File: config.mk
export PLATFORM = sky130hd
export DESIGN_NAME = fsp_top
export DESIGN_NICKNAME = d
export VERILOG_FILES = /design/src/design/fsp_pkg.sv /design/src/design/fsp_top.sv
export SDC_FILE = /design/constraint.sdc
export NUM_CORES = 1
export LEC_CHECK = 0
export ABC_CLOCK_PERIOD_IN_PS = 5300
export BUFFER_PORTS_ARGS = -buffer_cell sky130_fd_sc_hd__buf_2
export CORE_AREA = 2 2 105 107
export DETAILED_ROUTE_END_ITERATION = 8
export DIE_AREA = 0 0 107 109
export GPL_TIMING_DRIVEN = 0
export HOLD_SLACK_MARGIN = 0.15
export PLACE_DENSITY_LB_ADDON = 0.05
export SYNTH_ARGS = -nofsm -noshare
export SYNTH_HDL_FRONTEND = slang
export SYNTH_SLANG_ARGS = --single-unit
File: constraint.sdc
create_clock -name sys_clk -period 5.3 [get_ports sys_clk]
set_clock_uncertainty 0.1 [all_clocks]
set_input_delay 0 -clock sys_clk [delete_from_list [all_inputs] [get_ports sys_clk]]
set_output_delay 0 -clock sys_clk [all_outputs]
set_load 0.1 [all_outputs]
File: src/design/fsp_pkg.sv
package fsp_pkg;

   // register indices; byte address is four times the index
   localparam logic [15:0] IDX_OPTION     = 16'h1821;
   localparam logic [15:0] IDX_CONFIG     = 16'h1822;
   localparam logic [15:0] IDX_PROTECT    = 16'h1824;
   localparam logic [15:0] IDX_STATUS     = 16'h1825;
   localparam logic [15:0] ADDR_OPTION    = 16'(IDX_OPTION * 4);
   localparam logic [15:0] ADDR_CONFIG    = 16'(IDX_CONFIG * 4);
   localparam logic [15:0] ADDR_PROTECT   = 16'(IDX_PROTECT * 4);
   localparam logic [15:0] ADDR_STATUS    = 16'(IDX_STATUS * 4);

   // option shadow fields
   localparam int          OPT_BACKDOOR_KEY_ENABLE_BIT  = 7;
   localparam int          OPT_NORED_BIT  = 6;
   localparam logic [1:0]  SEC_UNSECURED  = 2'h2;
   localparam logic [1:0]  SEC_RESET      = 2'h0;

   // configuration and status fields
   localparam int          CFG_KEY_WRITE_ACCESS_BIT = 5;
   localparam logic [2:0]  CFG_RESET      = 3'h0;
   localparam int          STAT_VIOL_BIT  = 5;

   // protection shadow fields
   localparam int          PROT_DIS_BIT   = 0;
   localparam logic [8:0]  BOUNDARY_FILL  = 9'h1ff;
   localparam logic [7:0]  NV_RESET       = 8'h00;

   // backdoor key window
   localparam logic [15:0] KEY_BASE       = 16'hffb0;
   localparam int          KEY_BYTES      = 8;

   // axi responses
   localparam logic [1:0]  RESP_OKAY      = 2'h0;
   localparam logic [1:0]  RESP_SLVERR    = 2'h2;

   // load phase, one bit, gray by nature
   typedef enum logic {
      FSP_LOAD = 1'b0,
      FSP_RUN  = 1'b1
   } fsp_phase_t;

endpackage : fsp_pkg

File: src/design/fsp_top.sv
// Overview of operation
// - each reset copies the nonvolatile option byte into the option shadow
// - option shadow reads zero in bits 5:2, always readable, writes ignored
// - backdoor key enable low forbids unlocking by key comparison
// - key compare writes accepted from firmware only, debug writes rejected
// - eight matching key bytes in ascending order unlock until next reset
// - option bit 6 high disables vector redirection, low keeps it
// - security code unsecured only for 1:0, every other code secure
// - while secure, unsecured sources are blocked from ram and program memory
// - key unlock or passing blank check forces effective code to 1:0
// - configuration bits 7:5 read and write, bits 4:0 read zero
// - key access low: key window writes start a memory command
// - key access high: key window writes are key comparison writes
// - each reset copies the nonvolatile protection byte into its shadow
// - protection shadow always readable, user program writes ignored
// - debug writes may modify the protection shadow
// - protect select bits 7:1 set the top unprotected boundary
// - program or erase inside the protected block is refused
// - protection disable high leaves no region protected
// - refused command sets violation flag, cleared by writing one
`timescale 1ns/1ps
`default_nettype none

module fsp_top #(
   parameter int ADDR_W = 16
) (
   // clock and reset
   input  wire logic                   sys_clk,
   input  wire logic                   reset_n,
   // axi4-lite write address and data
   input  wire logic [ADDR_W-1:0]      s_axi_awaddr,
   input  wire logic                   s_axi_awvalid,
   output var  logic                   s_axi_awready,
   input  wire logic [31:0]            s_axi_wdata,
   input  wire logic [3:0]             s_axi_wstrb,
   input  wire logic                   s_axi_wvalid,
   output var  logic                   s_axi_wready,
   // axi4-lite write response
   output var  logic [1:0]             s_axi_bresp,
   output var  logic                   s_axi_bvalid,
   input  wire logic                   s_axi_bready,
   // axi4-lite read
   input  wire logic [ADDR_W-1:0]      s_axi_araddr,
   input  wire logic                   s_axi_arvalid,
   output var  logic                   s_axi_arready,
   output var  logic [31:0]            s_axi_rdata,
   output var  logic [1:0]             s_axi_rresp,
   output var  logic                   s_axi_rvalid,
   input  wire logic                   s_axi_rready,
   // register writes issued through the background debug port
   input  wire logic                   bus_from_debug,
   // nonvolatile contents of program memory
   input  wire logic [7:0]             nonvolatile_option_byte,
   input  wire logic [7:0]             nonvolatile_protection_byte,
   input  wire logic [63:0]            nonvolatile_backdoor_key,
   // cpu writes toward program memory space
   input  wire logic                   cpu_wr_valid,
   input  wire logic [15:0]            cpu_wr_addr,
   input  wire logic [7:0]             cpu_wr_data,
   input  wire logic                   cpu_wr_from_debug,
   // memory command controller
   input  wire logic                   prog_req,
   input  wire logic [15:0]            prog_addr,
   input  wire logic                   blank_check_pass,
   output var  logic                   prog_grant,
   output var  logic                   cmd_launch,
   output var  logic [15:0]            cmd_launch_addr,
   output var  logic [7:0]             cmd_launch_data,
   // security state toward cpu, debug and vector logic
   output var  logic [1:0]             security_state_code,
   output var  logic                   unsecured_access_block,
   output var  logic                   vector_redirect_disable,
   output var  logic                   security_unlocked
);
   import fsp_pkg::*;

   typedef struct packed {
      fsp_phase_t  phase;
      logic [7:0]  opt;
      logic [7:0]  prot;
      logic [2:0]  cfg;
      logic        viol;
      logic        unlocked;
      logic [2:0]  key_idx;
      logic        key_ok;
      logic        aw_got;
      logic [15:0] aw_addr;
      logic        w_got;
      logic [7:0]  w_data;
      logic        w_strb0;
      logic        awready;
      logic        wready;
      logic        bvalid;
      logic [1:0]  bresp;
      logic        arready;
      logic        rvalid;
      logic [31:0] rdata;
      logic [1:0]  rresp;
      logic        cmd_launch;
      logic [15:0] cmd_addr;
      logic [7:0]  cmd_data;
      logic        prog_grant;
      logic [1:0]  sec_eff;
      logic        block;
      logic        redirect_dis;
   } fsp_state_t;

   fsp_state_t r_reg;
   fsp_state_t r_next;

   // decoded conditions shared by the update logic and the checks
   logic        wr_fire;
   logic        run;
   logic        key_win;
   logic        key_wr;
   logic        key_byte_ok;
   logic        prog_protected;
   logic [15:0] boundary;

   assign run         = (r_reg.phase == FSP_RUN);
   assign wr_fire     = r_reg.aw_got && r_reg.w_got && !r_reg.bvalid;
   assign key_win     = run && cpu_wr_valid && (cpu_wr_addr[15:3] == KEY_BASE[15:3]);
   // firmware key write: key access set, key enable set, not from debug
   assign key_wr      = key_win && r_reg.cfg[CFG_KEY_WRITE_ACCESS_BIT-5] && r_reg.opt[OPT_BACKDOOR_KEY_ENABLE_BIT]
                        && !cpu_wr_from_debug;
   assign key_byte_ok = (cpu_wr_addr[2:0] == r_reg.key_idx)
                        && (cpu_wr_data == nonvolatile_backdoor_key[8*r_reg.key_idx +: 8]);
   // top of the unprotected region, filled out to a page
   assign boundary       = {r_reg.prot[7:1], BOUNDARY_FILL};
   assign prog_protected = !r_reg.prot[PROT_DIS_BIT] && (prog_addr > boundary);

   // whole next-state computation
   always_comb begin
      r_next            = r_reg;
      r_next.cmd_launch = 1'b0;
      r_next.prog_grant = 1'b0;

      // shadows take the nonvolatile bytes in the first cycle after reset
      if (r_reg.phase == FSP_LOAD) begin
         r_next.opt   = nonvolatile_option_byte;
         r_next.prot  = nonvolatile_protection_byte;
         r_next.phase = FSP_RUN;
      end

      // write address and data are taken in either order
      if (s_axi_awvalid && r_reg.awready) begin
         r_next.aw_got  = 1'b1;
         r_next.aw_addr = 16'(s_axi_awaddr);
      end
      if (s_axi_wvalid && r_reg.wready) begin
         r_next.w_got   = 1'b1;
         r_next.w_data  = s_axi_wdata[7:0];
         r_next.w_strb0 = s_axi_wstrb[0];
      end

      // register write once both halves are here
      if (wr_fire) begin
         r_next.aw_got = 1'b0;
         r_next.w_got  = 1'b0;
         r_next.bvalid = 1'b1;
         r_next.bresp  = RESP_OKAY;
         unique case (r_reg.aw_addr)
            ADDR_OPTION: begin
               // option shadow ignores writes, reprogram and reset instead
               r_next.opt = r_reg.opt;
            end
            ADDR_CONFIG: begin
               if (r_reg.w_strb0) begin
                  r_next.cfg = r_reg.w_data[7:5];
               end
            end
            ADDR_PROTECT: begin
               // only the debug port may rewrite the protection shadow
               if (r_reg.w_strb0 && bus_from_debug) begin
                  r_next.prot = r_reg.w_data;
               end
            end
            ADDR_STATUS: begin
               if (r_reg.w_strb0 && r_reg.w_data[STAT_VIOL_BIT]) begin
                  r_next.viol = 1'b0;
               end
            end
            default: begin
               r_next.bresp = RESP_SLVERR;
            end
         endcase
      end
      if (r_reg.bvalid && s_axi_bready) begin
         r_next.bvalid = 1'b0;
      end

      // register read, data latched at the address handshake
      if (s_axi_arvalid && r_reg.arready) begin
         r_next.rvalid = 1'b1;
         r_next.rresp  = RESP_OKAY;
         unique case (16'(s_axi_araddr))
            ADDR_OPTION: begin
               r_next.rdata = {24'h00_0000, r_reg.opt[7:6], 4'h0, r_reg.sec_eff};
            end
            ADDR_CONFIG: begin
               r_next.rdata = {24'h00_0000, r_reg.cfg, 5'h00};
            end
            ADDR_PROTECT: begin
               r_next.rdata = {24'h00_0000, r_reg.prot};
            end
            ADDR_STATUS: begin
               r_next.rdata = {24'h00_0000, 2'h0, r_reg.viol, 5'h00};
            end
            default: begin
               r_next.rdata = 32'h0000_0000;
               r_next.rresp = RESP_SLVERR;
            end
         endcase
      end else if (r_reg.rvalid && s_axi_rready) begin
         r_next.rvalid = 1'b0;
      end

      // key window writes: command launch or key comparison
      if (key_win && !r_reg.cfg[CFG_KEY_WRITE_ACCESS_BIT-5]) begin
         r_next.cmd_launch = 1'b1;
         r_next.cmd_addr   = cpu_wr_addr;
         r_next.cmd_data   = cpu_wr_data;
      end else if (key_wr) begin
         // a byte out of order restarts the sequence at the next write
         if (cpu_wr_addr[2:0] != r_reg.key_idx) begin
            r_next.key_idx = 3'h0;
            r_next.key_ok  = 1'b1;
         end else if (r_reg.key_idx == 3'(KEY_BYTES - 1)) begin
            r_next.key_idx = 3'h0;
            r_next.key_ok  = 1'b1;
            if (r_reg.key_ok && key_byte_ok) begin
               r_next.unlocked = 1'b1;
            end
         end else begin
            r_next.key_idx = r_reg.key_idx + 3'h1;
            r_next.key_ok  = r_reg.key_ok && key_byte_ok;
         end
      end

      // passing blank check unlocks the part as well
      if (run && blank_check_pass) begin
         r_next.unlocked = 1'b1;
      end

      // program and erase screening; the set wins over a same-cycle clear
      if (run && prog_req) begin
         if (prog_protected) begin
            r_next.viol = 1'b1;
         end else begin
            r_next.prog_grant = 1'b1;
         end
      end

      // handshake readies and security outputs follow the new state
      r_next.awready      = (r_next.phase == FSP_RUN) && !r_next.aw_got && !r_next.bvalid;
      r_next.wready       = (r_next.phase == FSP_RUN) && !r_next.w_got && !r_next.bvalid;
      r_next.arready      = (r_next.phase == FSP_RUN) && !r_next.rvalid;
      r_next.sec_eff      = r_next.unlocked ? SEC_UNSECURED : r_next.opt[1:0];
      r_next.block        = (r_next.sec_eff != SEC_UNSECURED);
      r_next.redirect_dis = r_next.opt[OPT_NORED_BIT];
   end

   // state register; shadows hold a safe secure value until loaded
   always_ff @(posedge sys_clk or negedge reset_n) begin
      if (!reset_n) begin
         r_reg          <= '0;
         r_reg.phase    <= FSP_LOAD;
         r_reg.opt      <= NV_RESET;
         r_reg.prot     <= NV_RESET;
         r_reg.cfg      <= CFG_RESET;
         r_reg.key_ok   <= 1'b1;
         r_reg.sec_eff  <= SEC_RESET;
         r_reg.block    <= 1'b1;
      end else begin
         r_reg <= r_next;
      end
   end

   // outputs straight from the state register
   assign s_axi_awready           = r_reg.awready;
   assign s_axi_wready            = r_reg.wready;
   assign s_axi_bvalid            = r_reg.bvalid;
   assign s_axi_bresp             = r_reg.bresp;
   assign s_axi_arready           = r_reg.arready;
   assign s_axi_rvalid            = r_reg.rvalid;
   assign s_axi_rdata             = r_reg.rdata;
   assign s_axi_rresp             = r_reg.rresp;
   assign prog_grant              = r_reg.prog_grant;
   assign cmd_launch              = r_reg.cmd_launch;
   assign cmd_launch_addr         = r_reg.cmd_addr;
   assign cmd_launch_data         = r_reg.cmd_data;
   assign security_state_code     = r_reg.sec_eff;
   assign unsecured_access_block  = r_reg.block;
   assign vector_redirect_disable = r_reg.redirect_dis;
   assign security_unlocked       = r_reg.unlocked;
endmodule : fsp_top

`default_nettype wire

==> metrics.md <==
| Metric | Value |
|---|---|
| Status | `complete, no violations` |
| WS Path Type | `in -> reg` |
| HPWL after DPL | `9375 um` |
| DRT iter0 DRCs | `136` |
| Power Density | `274.4 nW/um2` |
| CP endpoint kind | `register` |
| Resized cells post-CTS | `0` |
| Routed len/inst | `14.23 um` |
| Post-synth EDFFs | `0` |
| Die area | `11,660 um2` |
| Cts bufs inserted | `9` |
| Vias/cell | `4.755` |
| Type of the worst min-delay path | `in -> reg` |
| Setup slack, reg-to-reg | `1980 ps` |
| # IOs | `272` |
| Fin. max-slew vios | `0` |
| Multi-input gate area | `2232 um2` |
| Crit path launch type | `input pin` |
| Netlist cell types | `47` |
| Worst skew pair latency | `360 ps` |
| Synth area leaders | `dfrtp_1 45%, mux2_2 9.8%, buf_4 9.5%` |
| Post-synth ARST share | `100.0%` |
| H-tree depth | `3` |
| Die Ht | `109 um` |
| ANT nets after route | `0` |
| Critical Path RT | `5490 ps` |
| Iteration count of the initial detailed-routing pass | `4` |
| Ys flop type | `dfrtp_1` |
| Diodes inserted | `0` |
| Final worst path period need | `3598 ps` |
| Tightest Pin Transition | `756.2 ps` |
| Number of I/O port buffers | `214` |
| DR vias | `4,332` |
| Worst R2R End | `r_reg[98]` |
| Area delta synth->final | `49.37%` |
| Clock slew at reported path FFs | `90 ps` |
| Die W | `107 um` |
| Area share of the largest cell type after synthesis | `44.97%` |
| Final Cycle Share | `67.90%` |
| Clock sinks | `93` |
| Seq/Total Area, Yosys | `46.01%` |
| Initial core utilization | `47.76%` |
| Nets | `975` |
| Total gr overflow | `0` |
| DP Area | `6434 um2` |
| Final Setup Violations | `0` |
| Max VDD drop | `0.3043 mV` |
| Critical-path maximum fanout | `5` |
| Post-synthesis cell count | `423` |
| LEAKAGE | `3.915 nW` |
| First-pass GRT wire length | `20,680 um` |
| Crit. Startpoint | `cpu_wr_addr[8]` |
| Post-CTS Setup Inserts | `0` |
| Synth Cell Area | `5064 um2` |
| Post-Route WL | `12,960 um` |
| Flops & latches, synth | `93` |
| Max-cap viol count | `0` |
| Top-count cell post-synth | `dfrtp_1` |
| Setup TNS | `0 ps` |
| Core Region | `10,600 um2` |
| Largest register FFs | `40` |
| Layout cells sized above 1 | `47.21%` |
| Final Cell Area | `7564 um2` |
| Data arrival, critical path | `3790 ps` |
| Largest net degree at the start of global routing | `60` |
| Synth top cells by count | `91 x dfrtp_1, 64 x buf_4, 44 x mux2_2` |
| Area leader, netlist | `dfrtp_1` |
| Root Driver | `clkbuf_8` |
| Fillers | `832` |
| R2r startpoint | `r_reg[101]` |
| Hold Vio Cnt, Final | `0` |
| Slew margin rel. | `49.12%` |
| Reg2Reg Depth | `9` |
| CP endpoint | `r_reg[98]` |
| Clock buffer depth | `2` |
| Fmax | `277.9 MHz` |
| Clock tree from TritonCTS | `yes` |
| Overall Global Routing Usage | `22.66%` |
| Final GP Congestion | `0.8556` |
| Num rows | `38` |
| FF+latch area | `2330 um2` |
| Vias in the first global route | `4,500` |
| Synth warn | `0` |
| Layout Utilization | `71.34%` |
| Hold Buf Count CTS | `92` |
| DRC errors left | `0` |
| RSZ-0062 raised after global routing | `no` |
| Syn avg cell area | `11.97 um2` |
| Initial antenna violation count | `0` |
-- worst min-delay path by stage --
| stage | cells past startpoint | endpoint | from | slack [ps] |
|---|---|---|---|---|
| finish | 5 | r_reg[107] | bus_from_debug | 200 |
| global route | 5 | r_reg[107] | bus_from_debug | 230 |
| CTS | 5 | r_reg[107] | bus_from_debug | 200 |
| detailed placement | 1 | cmd_launch_addr[4] | reset_n | -120 |
| global placement | 2 | unsecured_access_block | nonvolatile_option_byte[1] | 70 |
| floorplan | 0 | boundary[10] | reset_n | -400 |
-- through the flow --
step	instances	power, mW	hold WS [ps]	worst slack, ps
2_1_floorplan	448	1.344	-395.6	2783
3_3_place_gp	802	1.485	70.01	2526
3_5_place_dp	803	1.504	-115.0	2514
4_1_cts	911	2.081	197.9	1768
5_1_grt	911	2.183	225.6	1472
6_report	911	2.076	196.9	1702
-- kinds of logic after synthesis --
kind of cell / Yosys count / synth area share, %
buffers and inverters: 86 / 11.76
multiplexers: 77 / 21.08
flip-flops: 93 / 46.01
XOR/XNOR: 12 / 2.076
adder cells (fa/ha/maj): 9 / 2.224
AND/OR/NAND/NOR: 97 / 10.58
AO/OA/AOI/OAI: 47 / 6.128
other: 2 / 0.1483
-- metal layers --
metal / wire length (um) / GRT usage (%) / share of wire, %
met1: 5358 / 27.68 / 41
met2: 6481 / 39.40 / 50
met3: 777 / 5.021 / 6.0
met4: 343 / 8.627 / 2.6
met5: 0 / 0 / 0
-- cell usage in the layout, fill, tap and decap left out, types with 4 or more instances in the layout --
cell type,count
a21o_1,4
nor2b_1,9
o21ai_0,9
mux4_2,5
buf_4,65
nand4_1,8
dfrtp_1,91
buf_2,214
nor4_1,6
a21oi_1,19
a22o_1,5
mux2i_1,17
a22oi_1,4
xor2_1,9
mux2_2,44
nand2_1,16
inv_1,12
dlygate4sd3_1,91
conb_1,27
nor3b_1,4
ha_1,9
mux4_1,11
clkbuf_8,10
nand3_1,4
or2_2,11
nor2_1,21
clkbuf_1,7
-- report_power, final --
group / leakage (nW) / internal [mW] / switching, mW / total (mW)
logic: 2.64 / 0.300 / 0.360 / 0.660
clock network: 0.104 / 0.233 / 0.254 / 0.487
registers: 1.17 / 0.840 / 0.0889 / 0.928
total: 3.91 / 1.37 / 0.703 / 2.08
-- cell type report --
cell class	count	share of cell area, %
sequential	93	30.80
clock buffer	11	1.869
multi-input combinational	269	29.51
tap	140	2.316
buffer	74	7.279
clock inverter	5	0.7610
timing repair buffer	307	26.87
inverter	12	0.5955
-- worst max-delay path, cell delays in order --
cell and delay (ps):
dlygate4sd3_1 550, buf_2 100, nand4_1 50, dlygate4sd3_1 560, nor4_1 640, dlygate4sd3_1 670
nand2_1 130, nor3b_1 370, o32ai_1 150, dlygate4sd3_1 580
Power figures use the tool's default switching activity.
